$ cat src/mult_pkg.sv
/*
  shared constants and carriers of the registered 12 x 12 multiplier:
  widths, the layout of the sampled pin vector, register offsets, strobe
  bits, rounding weights and reset values.
  assumes nothing of its surroundings; compiled before every other file.
*/
package mult_pkg;

  // data widths
  localparam int OP_W   = 12;
  localparam int WORD_W = 12;
  localparam int PROD_W = 24;
  localparam int ADDR_W = 4;
  localparam int DATA_W = 32;

  // layout of the sampled pin vector
  localparam int PIN_X_LSB   = 0;
  localparam int PIN_Y_LSB   = 12;
  localparam int PIN_X_SEL   = 24;
  localparam int PIN_Y_SEL   = 25;
  localparam int PIN_ROUND   = 26;
  localparam int PIN_FT      = 27;
  localparam int PIN_RS      = 28;
  localparam int PIN_MSP_DIS = 29;
  localparam int PIN_LSP_DIS = 30;
  localparam int PIN_CLK_X   = 31;
  localparam int PIN_CLK_Y   = 32;
  localparam int PIN_CLK_L   = 33;
  localparam int PIN_CLK_M   = 34;
  localparam int PIN_W       = 35;

  // register offsets (byte addresses)
  localparam logic [ADDR_W-1:0] REG_UPPER    = 4'h0;
  localparam logic [ADDR_W-1:0] REG_LOWER    = 4'h4;
  localparam logic [ADDR_W-1:0] REG_OPERANDS = 4'h8;
  localparam logic [ADDR_W-1:0] REG_STROBE   = 4'hc;

  // bits of the strobe register
  localparam int STB_X   = 0;
  localparam int STB_Y   = 1;
  localparam int STB_LSP = 2;
  localparam int STB_MSP = 3;
  localparam int STB_W   = 4;

  // rounding weights: top bit of the lower word
  localparam logic [PROD_W-1:0] RND_ADD_RS0  = 24'h000400;
  localparam logic [PROD_W-1:0] RND_ADD_RS1  = 24'h000800;
  localparam logic [PROD_W-1:0] RND_ADD_NONE = 24'h000000;

  // reset values
  localparam logic [OP_W-1:0]   OP_RESET   = 12'h000;
  localparam logic [WORD_W-1:0] WORD_RESET = 12'h000;
  localparam logic [DATA_W-1:0] DATA_ZERO  = 32'h00000000;
  localparam logic [PIN_W-1:0]  PIN_RESET  = 35'h000000000;

  typedef struct packed {
    logic            signed_sel;
    logic [OP_W-1:0] value;
  } operand_s;

  typedef struct packed {
    logic [WORD_W-1:0] upper;
    logic [WORD_W-1:0] lower;
  } product_s;

endpackage

$ cat src/pin_sync.sv
/*
  two-stage synchroniser for a vector of pins, with a rising-edge pulse
  taken from the second stage.
  assumes every bit is a slow level relative to clk_in.
*/
module pin_sync #(
  parameter int W = 1
) (
  input  wire logic         clk_in,
  input  wire logic         rstn_in,
  input  wire logic [W-1:0] pins_in,
  output logic      [W-1:0] level_out,
  output logic      [W-1:0] rise_out
);

  logic [W-1:0] meta_reg;
  logic [W-1:0] stable_reg;
  logic [W-1:0] prev_reg;

  // first stage is read only by the second
  always_ff @(posedge clk_in or negedge rstn_in) begin
    if (!rstn_in) begin
      meta_reg   <= '0;
      stable_reg <= '0;
      prev_reg   <= '0;
    end else begin
      meta_reg   <= pins_in;
      stable_reg <= meta_reg;
      prev_reg   <= stable_reg;
    end
  end

  assign level_out = stable_reg;
  assign rise_out  = stable_reg & ~prev_reg;

endmodule

$ cat src/product_array.sv
/*
  combinational multiplier array: sign-selectable 12 x 12 product,
  positive rounding and the two output word formats.
  assumes registered operands and round control on its inputs.
*/
module product_array (
  input  mult_pkg::operand_s             x_in,
  input  mult_pkg::operand_s             y_in,
  input  wire logic                      round_in,
  input  wire logic                      rs_in,
  output mult_pkg::product_s             word_out,
  output logic [mult_pkg::PROD_W-1:0]    full_out
);

  logic signed [mult_pkg::OP_W:0]     x_ext;
  logic signed [mult_pkg::OP_W:0]     y_ext;
  logic signed [2*mult_pkg::OP_W+1:0] prod_wide;
  logic        [mult_pkg::PROD_W-1:0] rnd_add;
  logic        [mult_pkg::PROD_W-1:0] rounded;

  // bit 11 extends as sign only when the operand is two's complement
  assign x_ext = {x_in.signed_sel & x_in.value[mult_pkg::OP_W-1],
                  x_in.value};
  assign y_ext = {y_in.signed_sel & y_in.value[mult_pkg::OP_W-1],
                  y_in.value};
  assign prod_wide = x_ext * y_ext;
  assign full_out  = prod_wide[mult_pkg::PROD_W-1:0];

  // rounding always adds, so it biases upward
  assign rnd_add = !round_in ? mult_pkg::RND_ADD_NONE :
                   (rs_in ? mult_pkg::RND_ADD_RS1 : mult_pkg::RND_ADD_RS0);
  assign rounded = full_out + rnd_add;

  // rs low drops the duplicated sign, shifts the upper word up one bit and repeats bit 23 atop the lower
  assign word_out.upper = rs_in ? rounded[23:12] : rounded[22:11];
  assign word_out.lower = rs_in ? rounded[11:0]
                                : {rounded[23], rounded[10:0]};

endmodule

$ cat src/mult12_core.sv
/*
  registered 12 x 12 multiplier with separately clocked operand and
  product registers, feedthrough, right-shift format, positive rounding
  and per-word output enables; a small register port reads the product
  and operands and can strobe each load from software.
  assumes all device pins, its four clocks among them, are asynchronous
  levels far slower than clk_in; each is sampled through two flip-flops.
*/
// Chosen here: the address map and the address-and-strobe port.
module mult12_core (
  input  wire logic                          clk_in,
  input  wire logic                          rstn_in,
  input  wire logic [mult_pkg::OP_W-1:0]     x_operand_in,
  input  wire logic [mult_pkg::OP_W-1:0]     y_operand_in,
  input  wire logic                          x_signed_select_in,
  input  wire logic                          y_signed_select_in,
  input  wire logic                          round_request_in,
  input  wire logic                          output_feedthrough_in,
  input  wire logic                          right_shift_format_in,
  input  wire logic                          msp_output_disable_in,
  input  wire logic                          lsp_output_disable_in,
  input  wire logic                          x_operand_clock_in,
  input  wire logic                          y_operand_clock_in,
  input  wire logic                          lsp_clock_in,
  input  wire logic                          msp_clock_in,
  input  wire logic [mult_pkg::ADDR_W-1:0]   addr_in,
  input  wire logic [mult_pkg::DATA_W-1:0]   wdata_in,
  input  wire logic                          wr_in,
  input  wire logic                          rd_in,
  output logic      [mult_pkg::DATA_W-1:0]   rdata_out,
  output logic      [mult_pkg::WORD_W-1:0]   upper_product_word_out,
  output logic                               upper_oe_n_out,
  output logic      [mult_pkg::WORD_W-1:0]   lower_product_word_out,
  output logic                               lower_oe_n_out
);

  logic [mult_pkg::PIN_W-1:0]  pins_raw;
  logic [mult_pkg::PIN_W-1:0]  pins_s;
  logic [mult_pkg::PIN_W-1:0]  pins_rise;
  logic [mult_pkg::STB_W-1:0]  soft_stb_reg;
  logic                        or_clk_reg;
  logic                        or_clk_next;
  logic                        x_load;
  logic                        y_load;
  logic                        round_load;
  logic                        lsp_load;
  logic                        msp_load;
  logic                        ft_s;
  logic                        rs_s;
  mult_pkg::operand_s          x_reg;
  mult_pkg::operand_s          y_reg;
  logic                        round_reg;
  mult_pkg::product_s          arr_word;
  logic [mult_pkg::PROD_W-1:0] arr_full;
  logic [mult_pkg::WORD_W-1:0] upper_reg;
  logic [mult_pkg::WORD_W-1:0] lower_reg;

  // gather every pin into one vector so one synchroniser serves all
  assign pins_raw = {msp_clock_in, lsp_clock_in, y_operand_clock_in,
                     x_operand_clock_in, lsp_output_disable_in,
                     msp_output_disable_in, right_shift_format_in,
                     output_feedthrough_in, round_request_in,
                     y_signed_select_in, x_signed_select_in,
                     y_operand_in, x_operand_in};

  pin_sync #(
    .W (mult_pkg::PIN_W)
  ) u_pin_sync (
    .clk_in    (clk_in),
    .rstn_in   (rstn_in),
    .pins_in   (pins_raw),
    .level_out (pins_s),
    .rise_out  (pins_rise)
  );

  assign ft_s = pins_s[mult_pkg::PIN_FT];
  assign rs_s = pins_s[mult_pkg::PIN_RS];

  // data and clocks share the same sync delay, so a sampled clock edge
  // meets the data that stood beside it at the pins
  assign x_load   = pins_rise[mult_pkg::PIN_CLK_X] |
                    soft_stb_reg[mult_pkg::STB_X];
  assign y_load   = pins_rise[mult_pkg::PIN_CLK_Y] |
                    soft_stb_reg[mult_pkg::STB_Y];
  assign lsp_load = pins_rise[mult_pkg::PIN_CLK_L] |
                    soft_stb_reg[mult_pkg::STB_LSP];
  assign msp_load = pins_rise[mult_pkg::PIN_CLK_M] |
                    soft_stb_reg[mult_pkg::STB_MSP];

  // round capture clock is the OR of both operand clocks; a clock that
  // idles high masks the other's edge, hence low-idle clocks are needed
  assign or_clk_next = pins_s[mult_pkg::PIN_CLK_X] |
                       pins_s[mult_pkg::PIN_CLK_Y];
  assign round_load  = (or_clk_next & ~or_clk_reg) |
                       soft_stb_reg[mult_pkg::STB_X] |
                       soft_stb_reg[mult_pkg::STB_Y];

  always_ff @(posedge clk_in or negedge rstn_in) begin
    if (!rstn_in) begin
      or_clk_reg <= 1'b0;
    end else begin
      or_clk_reg <= or_clk_next;
    end
  end

  // x operand and its sign select load together, else hold
  always_ff @(posedge clk_in or negedge rstn_in) begin
    if (!rstn_in) begin
      x_reg <= '{signed_sel: 1'b0, value: mult_pkg::OP_RESET};
    end else if (x_load) begin
      x_reg.value      <= pins_s[mult_pkg::PIN_X_LSB +: mult_pkg::OP_W];
      x_reg.signed_sel <= pins_s[mult_pkg::PIN_X_SEL];
    end
  end

  // y operand, independent of x so a constant may stay loaded
  always_ff @(posedge clk_in or negedge rstn_in) begin
    if (!rstn_in) begin
      y_reg <= '{signed_sel: 1'b0, value: mult_pkg::OP_RESET};
    end else if (y_load) begin
      y_reg.value      <= pins_s[mult_pkg::PIN_Y_LSB +: mult_pkg::OP_W];
      y_reg.signed_sel <= pins_s[mult_pkg::PIN_Y_SEL];
    end
  end

  // round control register
  always_ff @(posedge clk_in or negedge rstn_in) begin
    if (!rstn_in) begin
      round_reg <= 1'b0;
    end else if (round_load) begin
      round_reg <= pins_s[mult_pkg::PIN_ROUND];
    end
  end

  // array settles within one clk_in cycle of an operand load
  product_array u_array (
    .x_in     (x_reg),
    .y_in     (y_reg),
    .round_in (round_reg),
    .rs_in    (rs_s),
    .word_out (arr_word),
    .full_out (arr_full)
  );

  // product words load on their own clocks
  always_ff @(posedge clk_in or negedge rstn_in) begin
    if (!rstn_in) begin
      upper_reg <= mult_pkg::WORD_RESET;
    end else if (msp_load) begin
      upper_reg <= arr_word.upper;
    end
  end

  always_ff @(posedge clk_in or negedge rstn_in) begin
    if (!rstn_in) begin
      lower_reg <= mult_pkg::WORD_RESET;
    end else if (lsp_load) begin
      lower_reg <= arr_word.lower;
    end
  end

  // pin stage: feedthrough picks the array, disables follow their pins;
  // the output flop adds one clk_in of delay, no state of its own
  always_ff @(posedge clk_in or negedge rstn_in) begin
    if (!rstn_in) begin
      upper_product_word_out <= mult_pkg::WORD_RESET;
      lower_product_word_out <= mult_pkg::WORD_RESET;
    end else begin
      upper_product_word_out <= ft_s ? arr_word.upper : upper_reg;
      lower_product_word_out <= ft_s ? arr_word.lower : lower_reg;
    end
  end

  // enables are low while driving; the host multiplexes the words
  always_ff @(posedge clk_in or negedge rstn_in) begin
    if (!rstn_in) begin
      upper_oe_n_out <= 1'b1;
      lower_oe_n_out <= 1'b1;
    end else begin
      upper_oe_n_out <= pins_s[mult_pkg::PIN_MSP_DIS];
      lower_oe_n_out <= pins_s[mult_pkg::PIN_LSP_DIS];
    end
  end

  // software load strobes last one cycle
  always_ff @(posedge clk_in or negedge rstn_in) begin
    if (!rstn_in) begin
      soft_stb_reg <= '0;
    end else if (wr_in && addr_in == mult_pkg::REG_STROBE) begin
      soft_stb_reg <= wdata_in[mult_pkg::STB_W-1:0];
    end else begin
      soft_stb_reg <= '0;
    end
  end

  // read data stand only in the cycle after the strobe
  always_ff @(posedge clk_in or negedge rstn_in) begin
    if (!rstn_in) begin
      rdata_out <= mult_pkg::DATA_ZERO;
    end else if (!rd_in) begin
      rdata_out <= mult_pkg::DATA_ZERO;
    end else if (addr_in == mult_pkg::REG_UPPER) begin
      rdata_out <= {20'h00000, upper_reg};
    end else if (addr_in == mult_pkg::REG_LOWER) begin
      rdata_out <= {20'h00000, lower_reg};
    end else if (addr_in == mult_pkg::REG_OPERANDS) begin
      rdata_out <= {6'h00, y_reg, x_reg};
    end else begin
      rdata_out <= mult_pkg::DATA_ZERO;  // strobe reg and holes read zero
    end
  end

  // independent reference product for the checks below
  logic signed [25:0] ref_prod;
  assign ref_prod = $signed({x_reg.signed_sel & x_reg.value[11], x_reg.value})
                  * $signed({y_reg.signed_sel & y_reg.value[11], y_reg.value});

  property p_full_product;
    @(posedge clk_in) disable iff (!rstn_in)
    arr_full == ref_prod[23:0];
  endproperty
  a_full_product: assert property (p_full_product)
    else $error("array product differs from reference");

  property p_x_hold;
    @(posedge clk_in) disable iff (!rstn_in)
    !x_load |=> $stable(x_reg);
  endproperty
  a_x_hold: assert property (p_x_hold)
    else $error("x operand changed without a load");

  property p_x_sel_capture;
    @(posedge clk_in) disable iff (!rstn_in)
    x_load |=> x_reg.signed_sel == $past(pins_s[mult_pkg::PIN_X_SEL]);
  endproperty
  a_x_sel_capture: assert property (p_x_sel_capture)
    else $error("x sign select not captured with operand");

  property p_round_capture;
    @(posedge clk_in) disable iff (!rstn_in)
    $rose(or_clk_next) |=> round_reg == $past(pins_s[mult_pkg::PIN_ROUND]);
  endproperty
  a_round_capture: assert property (p_round_capture)
    else $error("round control missed an or-clock edge");

  property p_msp_load;
    @(posedge clk_in) disable iff (!rstn_in)
    msp_load |=> upper_reg == $past(arr_word.upper);
  endproperty
  a_msp_load: assert property (p_msp_load)
    else $error("upper word did not load on its clock");

  property p_feedthrough;
    @(posedge clk_in) disable iff (!rstn_in)
    ft_s |=> lower_product_word_out == $past(arr_word.lower);
  endproperty
  a_feedthrough: assert property (p_feedthrough)
    else $error("feedthrough did not pass the array");

  property p_registered_view;
    @(posedge clk_in) disable iff (!rstn_in)
    !ft_s |=> upper_product_word_out == $past(upper_reg);
  endproperty
  a_registered_view: assert property (p_registered_view)
    else $error("outputs not showing registered word");

  property p_disable;
    @(posedge clk_in) disable iff (!rstn_in)
    pins_s[mult_pkg::PIN_LSP_DIS] |=> lower_oe_n_out;
  endproperty
  a_disable: assert property (p_disable)
    else $error("lower driver enabled while disabled");

  property p_shift_format;
    @(posedge clk_in) disable iff (!rstn_in)
    (rs_s && !round_reg) |-> arr_word.upper == ref_prod[23:12]
                             && arr_word.lower == ref_prod[11:0];
  endproperty
  a_shift_format: assert property (p_shift_format)
    else $error("right shift format wrong");

  property p_round_add;
    @(posedge clk_in) disable iff (!rstn_in)
    (!rs_s && round_reg) |->
      {arr_word.upper, arr_word.lower[10:0]} ==
      23'(ref_prod[22:0] + 23'h000400);
  endproperty
  a_round_add: assert property (p_round_add)
    else $error("round not added at lower word top bit");

  property p_y_hold;
    @(posedge clk_in) disable iff (!rstn_in)
    !y_load |=> $stable(y_reg);
  endproperty
  a_y_hold: assert property (p_y_hold)
    else $error("y operand changed without a load");

  property p_y_sel_capture;
    @(posedge clk_in) disable iff (!rstn_in)
    y_load |=> y_reg.signed_sel == $past(pins_s[mult_pkg::PIN_Y_SEL]);
  endproperty
  a_y_sel_capture: assert property (p_y_sel_capture)
    else $error("y sign select not captured with operand");

  property p_lsp_load;
    @(posedge clk_in) disable iff (!rstn_in)
    lsp_load |=> lower_reg == $past(arr_word.lower);
  endproperty
  a_lsp_load: assert property (p_lsp_load)
    else $error("lower word did not load on its clock");

  property p_enable;
    @(posedge clk_in) disable iff (!rstn_in)
    !pins_s[mult_pkg::PIN_MSP_DIS] |=> !upper_oe_n_out;
  endproperty
  a_enable: assert property (p_enable)
    else $error("upper driver off while enabled");

  // with the shift the weight lands on bit 11, the lower word's top
  property p_round_add_shift;
    @(posedge clk_in) disable iff (!rstn_in)
    (rs_s && round_reg) |->
      {arr_word.upper, arr_word.lower} ==
      24'(ref_prod[23:0] + mult_pkg::RND_ADD_RS1);
  endproperty
  a_round_add_shift: assert property (p_round_add_shift)
    else $error("shifted round not added at lower word top bit");

  c_signed_mult: cover property (@(posedge clk_in) disable iff (!rstn_in)
    x_reg.signed_sel && y_reg.signed_sel && msp_load);
  c_round_shift: cover property (@(posedge clk_in) disable iff (!rstn_in)
    round_reg && rs_s && lsp_load);
  c_mux_words: cover property (@(posedge clk_in) disable iff (!rstn_in)
    !upper_oe_n_out && lower_oe_n_out ##1 upper_oe_n_out && !lower_oe_n_out);

endmodule

$ cat config.mk
export PLATFORM = sky130hd
export DESIGN_NAME = mult12_core
export DESIGN_NICKNAME = d
export VERILOG_FILES = /design/src/mult_pkg.sv /design/src/pin_sync.sv /design/src/product_array.sv /design/src/mult12_core.sv
export SDC_FILE = /design/constraint.sdc
export NUM_CORES = 1
export LEC_CHECK = 0
export BUFFER_PORTS_ARGS = -buffer_cell sky130_fd_sc_hd__buf_4
export CORE_MARGIN = 5
export CORE_UTILIZATION = 50
export CTS_CLUSTER_SIZE = 10
export DETAILED_ROUTE_END_ITERATION = 16
export MAX_ROUTING_LAYER = met4
export PLACE_DENSITY_LB_ADDON = 0.08
export RECOVER_POWER = 50
export SYNTH_ARGS = -nofsm -noshare
export SYNTH_HDL_FRONTEND = slang
export SYNTH_SLANG_ARGS = --single-unit
$ cat constraint.sdc
create_clock -name clk_in -period 10.2 [get_ports clk_in]
set_input_delay 0 -clock clk_in [delete_from_list [all_inputs] [get_ports clk_in]]
set_output_delay 0 -clock clk_in [all_outputs]
set_load 0.1 [all_outputs]
* After elaboration in Yosys (flattened, before gate mapping)
Index checks and enable logic that the tools add are counted.
** Operators by class
- Reductions and logical operators :: 2
- Eq/ne operators :: 3
- Bitwise gates (word level) :: 13
- Multiply operators :: 1
- Muxes and demuxes :: 11
- Add/sub/neg operators :: 1
** Operators with widths (count)
- 32-bit 2-to-1 mux :: 3
- 12-bit 2-to-1 mux :: 5
- 35-bit AND :: 1
- 35-bit inverter :: 1
- 26-bit 2-to-1 mux :: 1
- 24-bit adder :: 1
- 13-bit by 13-bit multiplier with 24-bit output :: 1
- 24-bit 2-to-1 mux :: 1
- 4-bit equality test, second input constant :: 2
- 1-bit bitwise OR :: 7
- 4-bit by 3-bit equality test with 1-bit output, second input constant :: 1
- 4-bit logical NOT :: 1
- 4-bit 2-to-1 mux :: 1
- 1-bit AND :: 3
- 1-bit logical AND :: 1
- 1-bit inverter :: 1
** Word-level totals
- Bits of input ports :: 75
- Flip-flop bits (word level) :: 219
- Output and inout bits :: 58
- Logic and storage cells :: 48

* Logic depth before layout (Yosys ltp)
Gate-level depths: netlist of run 1.
- Depth in word-level cells :: 5
- Mapped depth :: 22
- Depth with buffers taken out :: 21

* Modules after synthesis
Synthesis of run 1 repeated with hierarchy kept, for this count alone.
** Second synthesis, totals
- Cells, all modules :: 1264
- Area, all modules :: 14425.1 µm²
** Modules (own cells, without submodules)
- product_array :: cells each 840, area each 7118.1 µm², sequential area each 0.0 µm², times used 1
- mult12_core :: cells each 284, area each 4197.8 µm², sequential area each 2705.1 µm², times used 1
- pin_sync :: cells each 140, area each 3109.2 µm², sequential area each 2627.5 µm², times used 1

* Worst setup path after synthesis of run 1
OpenSTA, ideal clock, no wires.
- Kind :: reg-to-reg
- Start point :: register x_reg[11] in the netlist's numbering
- End point :: register upper_reg[10] in the netlist's numbering
- Data arrival time :: 5.396 ns
- Path buffers :: 1
- Period minus slack after synthesis :: 5.537 ns
- Setup time :: 0.141 ns
- Slack :: 4.663 ns
- Required time :: 10.059 ns
- Cell stages (with the launch flop) :: 19
- Cells stage by stage :: dfrtp_1 -> clkbuf_1 -> and2_1 -> fa_1 -> inv_1 -> fa_1 -> inv_1 -> fa_1 -> fa_1 -> fa_1 -> fa_1 -> ha_1 -> a21oi_1 -> nand2_1 -> o21ai_2 -> o21ai_2 -> o311a_4 -> nor4_1 -> a311oi_1
** On the way
- Word-level cells in the longest chain between the ends :: 4
** RTL lines
- start, declared :: line mult12_core.sv:50 : mult_pkg::operand_s x_reg;
- start signal, assigned :: line mult12_core.sv:109 : x_reg <= '{signed_sel: 1'b0, value: mult_pkg::OP_RESET};
- 1-bit AND
- 13-bit by 13-bit multiplier with 24-bit output *
- 24-bit adder * :: line product_array.sv:32 : assign rounded = full_out + rnd_add;
- 12-bit 2-to-1 mux * :: line product_array.sv:35 : assign word_out.upper = rs_in ? rounded[23:12] : rounded[22:11];
- end signal, assigned :: line mult12_core.sv:148 : upper_reg <= mult_pkg::WORD_RESET;
- end signal, assigned :: line mult12_core.sv:150 : upper_reg <= arr_word.upper;
- end, declared :: line mult12_core.sv:55 : logic [mult_pkg::WORD_W-1:0] upper_reg;
Every way passes the cells marked *; elsewhere a longest branch is shown, timed or not.
A chain may end at the register's enable or synchronous reset.

* Worst setup path in the final report of run 1
- Start point :: register x_reg[11] in the netlist's numbering
- End point :: register lower_product_word_out[11] in the netlist's numbering
** On the way
- Word-level cells in the longest chain between the ends :: 5
** RTL lines
- 1-bit AND
- 13-bit by 13-bit multiplier with 24-bit output *
- 24-bit adder * :: line product_array.sv:32
- 12-bit 2-to-1 mux * :: line product_array.sv:36 : assign word_out.lower = rs_in ? rounded[11:0]
- 12-bit 2-to-1 mux * :: line mult12_core.sv:170 : lower_product_word_out <= ft_s ? arr_word.lower : lower_reg;
- end signal, assigned :: line mult12_core.sv:167 : lower_product_word_out <= mult_pkg::WORD_RESET;
- end signal, assigned :: line mult12_core.sv:170
- end, declared :: line mult12_core.sv:33 : output logic [mult_pkg::WORD_W-1:0] lower_product_word_out,
Marks and branches as above.

==> impl_metrics.tcl, run 1 <==
set metrics [dict create \
    drive_gt1_frac 0.121 \
    grtUsageMet2 0.342 \
    io_buffers 98 \
    area_growth_pct 14.7 \
    syn_inst 1129 \
    antenna_found_initial 0 \
    io_pins 133 \
    critPathCaptureType "flop" \
    critPathKind "reg -> reg" \
    grt_setup_unrepaired "no" \
    cts_made_buffers 17 \
    grt_use_met1 0.297 \
    finalSetupViolations 0 \
    hold_slack_ns 0.0631 \
    seq_area_mm2 0.00456 \
    grt_max_degree 117 \
    coreArea_mm2 0.0243 \
    track_usage 0.214 \
    min_period_over_period 0.671 \
    required_ns 10.48 \
    die-area_mm2 0.0280 \
    path_buf_inv 3 \
    fin_area_mm2 0.0142 \
    report.final.slew_viol_count 117 \
    grt_pass1_wl_um 46200 \
    tightest_slew_ns 5.77 \
    ys_types 54 \
    nFillCells 2056 \
    synth_edf_count 0 \
    synthFlopType "dfrtp_1" \
    cts_buffer_depth 2 \
    cts.sinks 182 \
    maxSlewHeadroom -2.85 \
    cp_max_fo 18 \
    cp-start-kind "flop" \
    grt-busiest-layer "met2" \
    die_h_um 167 \
    overflow 0 \
    viasPerCell 5.09 \
    drc 0 \
    initial_utilization 0.509 \
    max_freq_ghz 0.146 \
    n_antenna_cell 0 \
    async_flop_share 1.00 \
    violations "capacitance limit, slew limit" \
    tritoncts "done" \
    cap_violations 1 \
    cts_root_buf "clkbuf_16" \
    die-width_um 167 \
    cts_resized 0 \
    firstDrtPassIters 5 \
    post_cts_buffers 0 \
    cp_top_family "adder cells" \
    use_met3 0.0328 \
    cts_hold_buf 41 \
    cts_htree_levels 4 \
    dp_hpwl_um 20400 \
    ys_ff_latch 182 \
    min_period_ns 6.84 \
    first_iter_violations 479 \
    clkSlewWorstSetupHoldPaths_ns 0.08 \
    critical_path.most_common_cell "fa_1" \
    clkLatencyLatePin_ns 0.44 \
    finalNetCount 1537 \
    dr_total_vias 8073 \
    status "finished with violations" \
    min_path_type "in -> reg" \
    rows 57 \
    netlist_area_mm2 0.0124 \
    finalWirelength_um 27700 \
    tns_ns 0 \
    multi_input_area_mm2 0.00693 \
    fin_skew_ns 0.0241 \
    cp.arrival_ns 7.12 \
    yosysSeqAreaShare 0.368 \
    grt_pass1_vias 8669 \
    placed_cell_area_mm2 0.0134 \
    finalHoldViolCount 0 \
    crit_path_cell_trace "clkbuf_1 -> and3_1 -> inv_1 -> fa_1 -> fa_1 -> inv_1 -> fa_1 -> fa_1 -> fa_1 -> ha_1 -> ha_1 -> nand2_1 -> nor2_1 -> nand2_1 -> o32ai_1 -> nor2_1 -> xnor2_1 -> o221ai_1" \
    yosysWarnings 0 \
    gp_congestion 0.868 \
    synth.avg_cell_area_um2 11.0 \
    wl_per_cell_um 17.5 \
    crit_path_top_delay_cell "fa_1" \
    ant_nets 0 \
    max_stage_delay_ns 0.77 \
]
## worst paths after layout
check | from | end | slack [ns] | cells past startpoint
max in group asynchronous | rstn_in | y_reg[8] | 4.72 | 2
worst min-delay path | addr_in[2] | rdata_out[5] | 0.06 | 5
worst max-delay path | x_reg[11] | lower_product_word_out[11] | 3.36 | 18
worst min register to register | u_pin_sync.meta_reg[20] | u_pin_sync.level_out[20] | 0.34 | 0
worst max register to register | x_reg[11] | lower_product_word_out[11] | 3.36 | 18
min in group asynchronous | rstn_in | u_pin_sync.level_out[30] | 2.26 | 2
## metal layers
metal | vias up | share of wire
met5 | - | 0
met4 | 0 | 0.015
met3 | 33 | 0.045
met2 | 190 | 0.48
met1 | 4105 | 0.46
li1 | 3745 | -
## area by class of cell
type,count,share of cell area
Clock inverter,14,0.0131
Multi-Input combinational cell,721,0.489
Tap cell,324,0.0286
Sequential cell,182,0.321
Inverter,179,0.0473
Clock buffer,18,0.0302
Timing Repair Buffer,147,0.0710
## worst register-to-register path: cells and delay by family (launching register included)
kind,cells,cell delay (ns)
buffers and inverters,3,1.02
flip-flops,1,0.36
adder cells (fa/ha/maj),7,3.57
AO/OA/AOI/OAI,2,0.51
AND/OR/NAND/NOR,5,0.83
XOR/XNOR,1,0.41
## synthesized netlist by cell type, drive strengths merged, types with 6 or more instances
library cell / n / share of area
and2: 87 / 0.044
and3: 7 / 0.0035
a21oi: 46 / 0.019
mux2: 50 / 0.046
inv: 179 / 0.054
nand3: 8 / 0.0032
mux2i: 7 / 0.0057
a31oi: 6 / 0.0040
fa: 154 / 0.25
o21ai: 44 / 0.020
ha: 60 / 0.061
buf: 10 / 0.0055
nand2: 119 / 0.036
clkbuf: 42 / 0.013
xnor2: 21 / 0.015
dfrtp: 180 / 0.36
nor2: 46 / 0.014
## cell usage in the layout, fill, tap and decap left out, types with 3 or more instances in the layout
cell type | Yosys | final
nand3_1 | 8 | 8
ha_1 | 60 | 60
and2_0 | 0 | 12
nand2_1 | 119 | 119
xnor2_1 | 21 | 21
xor2_1 | 5 | 5
clkbuf_16 | 0 | 17
mux2i_1 | 7 | 7
and3_1 | 7 | 7
o21ai_0 | 40 | 40
o221ai_1 | 3 | 3
o21a_1 | 3 | 3
nor3_1 | 5 | 5
a21oi_1 | 45 | 45
or2_2 | 3 | 3
dlygate4sd3_1 | 0 | 41
nand4_1 | 3 | 3
mux2_2 | 50 | 50
nand2b_1 | 3 | 3
conb_1 | 1 | 6
inv_6 | 0 | 4
clkinv_8 | 0 | 3
clkbuf_1 | 42 | 54
clkbuf_4 | 0 | 38
nor2_1 | 46 | 46
and2_1 | 87 | 75
fa_1 | 154 | 154
a31oi_1 | 4 | 4
a21o_1 | 3 | 3
o21ai_2 | 3 | 3
inv_1 | 179 | 179
dfrtp_1 | 180 | 180
buf_4 | 7 | 15
o211ai_1 | 5 | 5
## kinds of logic after synthesis
kind of cell	share of synthesized area
xor+xnor	0.0184
simple gates	0.114
mux	0.0512
other cells	0.000303
compound gates	0.0655
flops	0.368
fa+ha+maj	0.310
buf+inv	0.0725
## metrics by stage
stage | utilization | cells | setup slack, ns
5_1_grt | 0.584 | 1585 | 2.99
3_5_place_dp | 0.550 | 1512 | 3.60
2_1_floorplan | - | 1134 | 4.66
4_1_cts | 0.592 | 1585 | 3.62
6_report | 0.584 | 1585 | 3.36
3_3_place_gp | 0.550 | 1512 | 3.67
Power of run 1 is not shown: default switching activity piles up to over one toggle a cycle in this logic, so the estimate is an artifact.
==> run 2: changes to the inputs <==
clock period = 7.01 ns   (was 10.2 ns; I/O delays follow)
==> run 2 against run 1 <==
Critical path depth is the same. Clock skew shrank 0.0054 ns. Worst hold slack lost 0.0025 ns. Design area grew 1.1%. The flow still finishes with violations (capacitance limit, slew limit). Global-route usage shrank 0.23 points. Highest routed layer unchanged. Sequential share of layout area shrank 0.36 points. Largest cell class unchanged. Register-to-register slack lost 2.7 ns.
==> impl_metrics.tcl, run 2 (synthesized netlist as in run 1, its figures left out) <==
set metrics [dict create \
    die-area_mm2 0.0280 \
    critPathCaptureType "flop" \
    cts_made_buffers 17 \
    io_pins 133 \
    fin_area_mm2 0.0144 \
    cp_top_family "adder cells" \
    dr_total_vias 8098 \
    track_usage 0.212 \
    holdPathEnd "rdata_out[2]" \
    cp-start-kind "flop" \
    whs_path_depth 5 \
    n_antenna_cell 0 \
    die-width_um 167 \
    path_buf_inv 2 \
    tns_ns 0 \
    finalSetupViolations 0 \
    clkLatencyLatePin_ns 0.44 \
    cts_htree_levels 4 \
    max_stage_delay_ns 0.68 \
    coreArea_mm2 0.0243 \
    wl_per_cell_um 17.4 \
    area_growth_pct 16.0 \
    cap_violations 1 \
    initial_utilization 0.509 \
    hp-start "addr_in[0]" \
    placed_cell_area_mm2 0.0134 \
    viasPerCell 5.09 \
    cts_root_buf "clkbuf_16" \
    rows 57 \
    die_h_um 167 \
    maxSlewHeadroom -2.50 \
    critPathKind "reg -> reg" \
    drive_gt1_frac 0.149 \
    fin_skew_ns 0.0187 \
    rr_endpoint "upper_reg[10]" \
    gp_congestion 0.902 \
    finalNetCount 1542 \
    min_period_ns 6.34 \
    grt_setup_unrepaired "no" \
    required_ns 7.29 \
    grt_pass1_vias 8633 \
    antenna_found_initial 0 \
    crit_start "y_reg[11]" \
    overflow 0 \
    ant_nets 0 \
    min_path_type "in -> reg" \
    first_iter_violations 419 \
    r2r_slack_ns 0.67 \
    report.final.slew_viol_count 108 \
    tritoncts "done" \
    firstDrtPassIters 5 \
    critical_path.most_common_cell "fa_1" \
    cp_max_fo 16 \
    status "finished with violations" \
    finalHoldViolCount 0 \
    crit_path_cell_trace "nand2_1 -> buf_4 -> or2_2 -> fa_1 -> fa_1 -> inv_1 -> fa_1 -> fa_1 -> fa_1 -> fa_1 -> ha_1 -> a21oi_1 -> nand2_1 -> o21ai_2 -> o21ai_2 -> o311a_4 -> nor4_1 -> a311oi_1" \
    ff2ff_path_depth 18 \
    post_cts_buffers 0 \
    crit_path_top_delay_cell "dfrtp_1" \
    final_util 0.590 \
    layout_common_cells "dfrtp_1 (180), inv_1 (179), fa_1 (154)" \
    finalWirelength_um 27600 \
    cts_buffer_depth 2 \
    grt_pass1_wl_um 45900 \
    cp.arrival_ns 6.61 \
    r2r-start "y_reg[11]" \
    dp_hpwl_um 20500 \
    tightest_slew_ns 5.25 \
    io_buffers 98 \
    grt_max_degree 108 \
    mostFrequentLayoutCell "dfrtp_1" \
    clkSlewWorstSetupHoldPaths_ns 0.08 \
    min_period_over_period 0.904 \
    violations "capacitance limit, slew limit" \
    drc 0 \
    max_freq_ghz 0.158 \
    cts.sinks 182 \
]
==> run 2: cell count changes in the layout (fill, tap and decap cells not counted), moves of 2 or more <==
| cell | delta |
|---|---|
| buf_4 | +37 |
| and2_1 | +10 |
| clkbuf_1 | -32 |
| and2_0 | -10 |
| inv_6 | -3 |
| clkinv_4 | +2 |
| inv_8 | +2 |
==> run 2: layout make-up <==
class / count / area (um^2)
Clock inverter: 14 / 181
Tap cell: 324 / 405
Timing Repair Buffer: 152 / 1160
Multi-Input combinational cell: 721 / 6930
Inverter: 179 / 672
Fill cell: 2043 / 9970
Sequential cell: 182 / 4560
Clock buffer: 18 / 439
==> run 2: what timing repair did <==
action,4_1_cts,5_1_grt
resized for setup,0,0
hold buffers,41,0
endpoints found under the hold margin,155,0
==> run 2: how the worst max path moves through the flow <==
| stage | depth (start not counted) | slack, ns | to |
|---|---|---|---|
| after floorplan | 18 | 1.47 | upper_reg[10] |
| after detailed placement | 18 | 0.77 | upper_product_word_out[7] |
| after global routing | 18 | 0.41 | upper_product_word_out[7] |
| after CTS | 18 | 0.72 | upper_reg[10] |
| final | 18 | 0.67 | upper_reg[10] |
| after global placement | 18 | 0.85 | upper_reg[10] |
==> run 2: through the flow <==
| step | worst slack, ns | hold WS, ns | instances |
|---|---|---|---|
| 3_3_place_gp | 0.846 | 0.109 | 1517 |
| 5_1_grt | 0.413 | 0.0722 | 1590 |
| 4_1_cts | 0.721 | 0.0456 | 1590 |
| 6_report | 0.675 | 0.0607 | 1590 |
| 2_1_floorplan | 1.47 | -0.296 | 1134 |
| 3_5_place_dp | 0.767 | 0.110 | 1517 |
==> run 2: worst reg2reg max path, stage by stage (launching register included) <==
cell      delay (ns)
dfrtp_1         0.68
nand2_1         0.11
buf_4           0.21
or2_2           0.29
fa_1            0.45
fa_1            0.50
inv_1           0.05
fa_1            0.50
fa_1            0.43
fa_1            0.56
fa_1            0.44
ha_1            0.36
a21oi_1         0.30
nand2_1         0.16
o21ai_2         0.28
o21ai_2         0.14
o311a_4         0.34
nor4_1          0.28
a311oi_1        0.07
==> run 2: per-layer routing <==
| metal | GRT usage | routed length, um | vias to the layer above |
|---|---|---|---|
| li1 | - | - | 3744 |
| met1 | 0.299 | 12800 | 4115 |
| met2 | 0.330 | 13100 | 205 |
| met3 | 0.0328 | 1300 | 34 |
| met4 | 0.0476 | 433 | 0 |
| met5 | - | 0 | - |
Power of run 2 is left out for the same reason.
==> run 3: changes to the inputs <==
MAX_ROUTING_LAYER = unset   (was met4)
SYNTH_HIERARCHICAL = 1   (was unset)
==> run 3 against run 2 <==
The run still ends with capacitance limit, slew limit left. Area after synthesis increased by 6.9%. Cell count increased by 7.2%. Maximum frequency decreased by 5.9%. Clock skew increased by 0.0053 ns. Core utilization increased by 0.46 points. Via count increased by 5.3%. Critical path type unchanged.
==> impl_metrics.tcl, run 3 <==
set metrics [dict create \
    status "finished with violations" \
    violations "capacitance limit, slew limit" \
    die_h_um 173 \
    finalWirelength_um 27500 \
    cts_buffer_depth 2 \
    clkLatencyLatePin_ns 0.44 \
    fin_skew_ns 0.0239 \
    dr_total_vias 8529 \
    fin_area_mm2 0.0155 \
    finalHoldViolCount 0 \
    critPathCaptureType "flop" \
    r2r_slack_ns 0.27 \
    clkSlewWorstSetupHoldPaths_ns 0.08 \
    viasPerCell 5.00 \
    placed_cell_area_mm2 0.0144 \
    stdcell_count 1705 \
    first_iter_violations 365 \
    overflow 0 \
    drive_gt1_frac 0.218 \
    cap_violations 1 \
    coreArea_mm2 0.0261 \
    critPathKind "reg -> reg" \
    rows 59 \
    drc 0 \
    track_usage 0.191 \
    place_inst 1625 \
    initial_utilization 0.507 \
    layout_common_cells "inv_1 (205), dfrtp_1 (170), fa_1 (153)" \
    die-area_mm2 0.0298 \
    min_period_over_period 0.961 \
    syn_inst 1201 \
    io_pins 133 \
    grt_pass1_vias 9013 \
    wl_per_cell_um 16.2 \
    finalSetupViolations 0 \
    min_path_type "in -> reg" \
    mostFrequentLayoutCell "inv_1" \
    report.final.slew_viol_count 105 \
    cts_made_buffers 17 \
    min_period_ns 6.74 \
    io_buffers 98 \
    cp.arrival_ns 7.07 \
    die-width_um 173 \
    firstDrtPassIters 5 \
    antenna_found_initial 1 \
    yosysWarnings 6 \
    grt_pass1_wl_um 46600 \
    n_antenna_cell 0 \
    netlist_area_mm2 0.0132 \
    maxSlewHeadroom -2.44 \
    finalNetCount 1649 \
    cts.sinks 182 \
    ant_nets 0 \
    required_ns 7.34 \
    dp_hpwl_um 21000 \
    tightest_slew_ns 5.16 \
    tritoncts "done" \
    grt_max_degree 105 \
    cts_root_buf "clkbuf_16" \
    cp-start-kind "flop" \
    synth.avg_cell_area_um2 11.0 \
    max_freq_ghz 0.148 \
    final_util 0.595 \
    area_growth_pct 17.2 \
    cts_htree_levels 4 \
    cp_max_fo 5 \
    gp_congestion 0.824 \
]
run 3: worst max-delay path, stage by stage, from the launching register on:
cell and delay [ns]:
dfrtp_1 0.43, and2_1 0.21, nand2_1 0.14, inv_1 0.10, fa_1 0.51, inv_1 0.07
fa_1 0.59, inv_1 0.09, fa_1 0.46, fa_1 0.54, inv_1 0.05, fa_1 0.47
inv_1 0.04, ha_1 0.27, ha_1 0.36, a21oi_2 0.18, o21ai_1 0.11, a211o_1 0.34
o21a_1 0.23, o21a_1 0.21, o31ai_4 0.35, inv_2 0.06, and4bb_1 0.23, xnor2_1 0.17
mux2i_1 0.12, mux2_2 0.28
run 3: worst paths after layout:
| check | cells past startpoint | start | end |
|---|---|---|---|
| max | 25 | x_reg[11] | lower_product_word_out[11] |
| max reg2reg | 25 | x_reg[11] | lower_product_word_out[11] |
| min in group asynchronous | 2 | rstn_in | u_pin_sync/level_out[20] |
| min | 3 | wr_in | soft_stb_reg[2] |
| min reg2reg | 0 | u_pin_sync/meta_reg[33] | u_pin_sync/level_out[33] |
| max in group asynchronous | 2 | rstn_in | x_reg[5] |
run 3: cell type report:
class / count / area [um^2]
fill: 2194 / 10600
multi-input combinational: 753 / 7620
sequential: 182 / 4570
timing repair buffer: 197 / 1510
inverter: 206 / 773
clock buffer: 18 / 439
tap: 335 / 419
clock inverter: 14 / 166
run 3: routing by layer:
metal | GRT usage | wire length [um] | vias to the layer above
met5 | 0 | 0 | -
met4 | 0.0393 | 316 | 0
li1 | - | - | 4064
met2 | 0.305 | 13000 | 165
met3 | 0.0301 | 1120 | 19
met1 | 0.282 | 13100 | 4281
run 3: metrics by stage:
step	setup WS [ns]	setup TNS (ns)	hold slack [ns]
final	0.275	0	0.0742
after global routing	-0.00839	-0.00839	0.0836
after CTS	0.0844	0	0.0514
after detailed placement	0.0826	0	0.110
after global placement	0.160	0	0.109
after floorplan	0.320	0	-0.296
run 3: repair_timing:
item	CTS	global route
hold buffers	41	0
endpoints found under the setup margin	0	10
resized for setup	0	26
setup buffers	0	7
hold endpoints to repair	152	0
Power of run 3 is left out for the same reason.
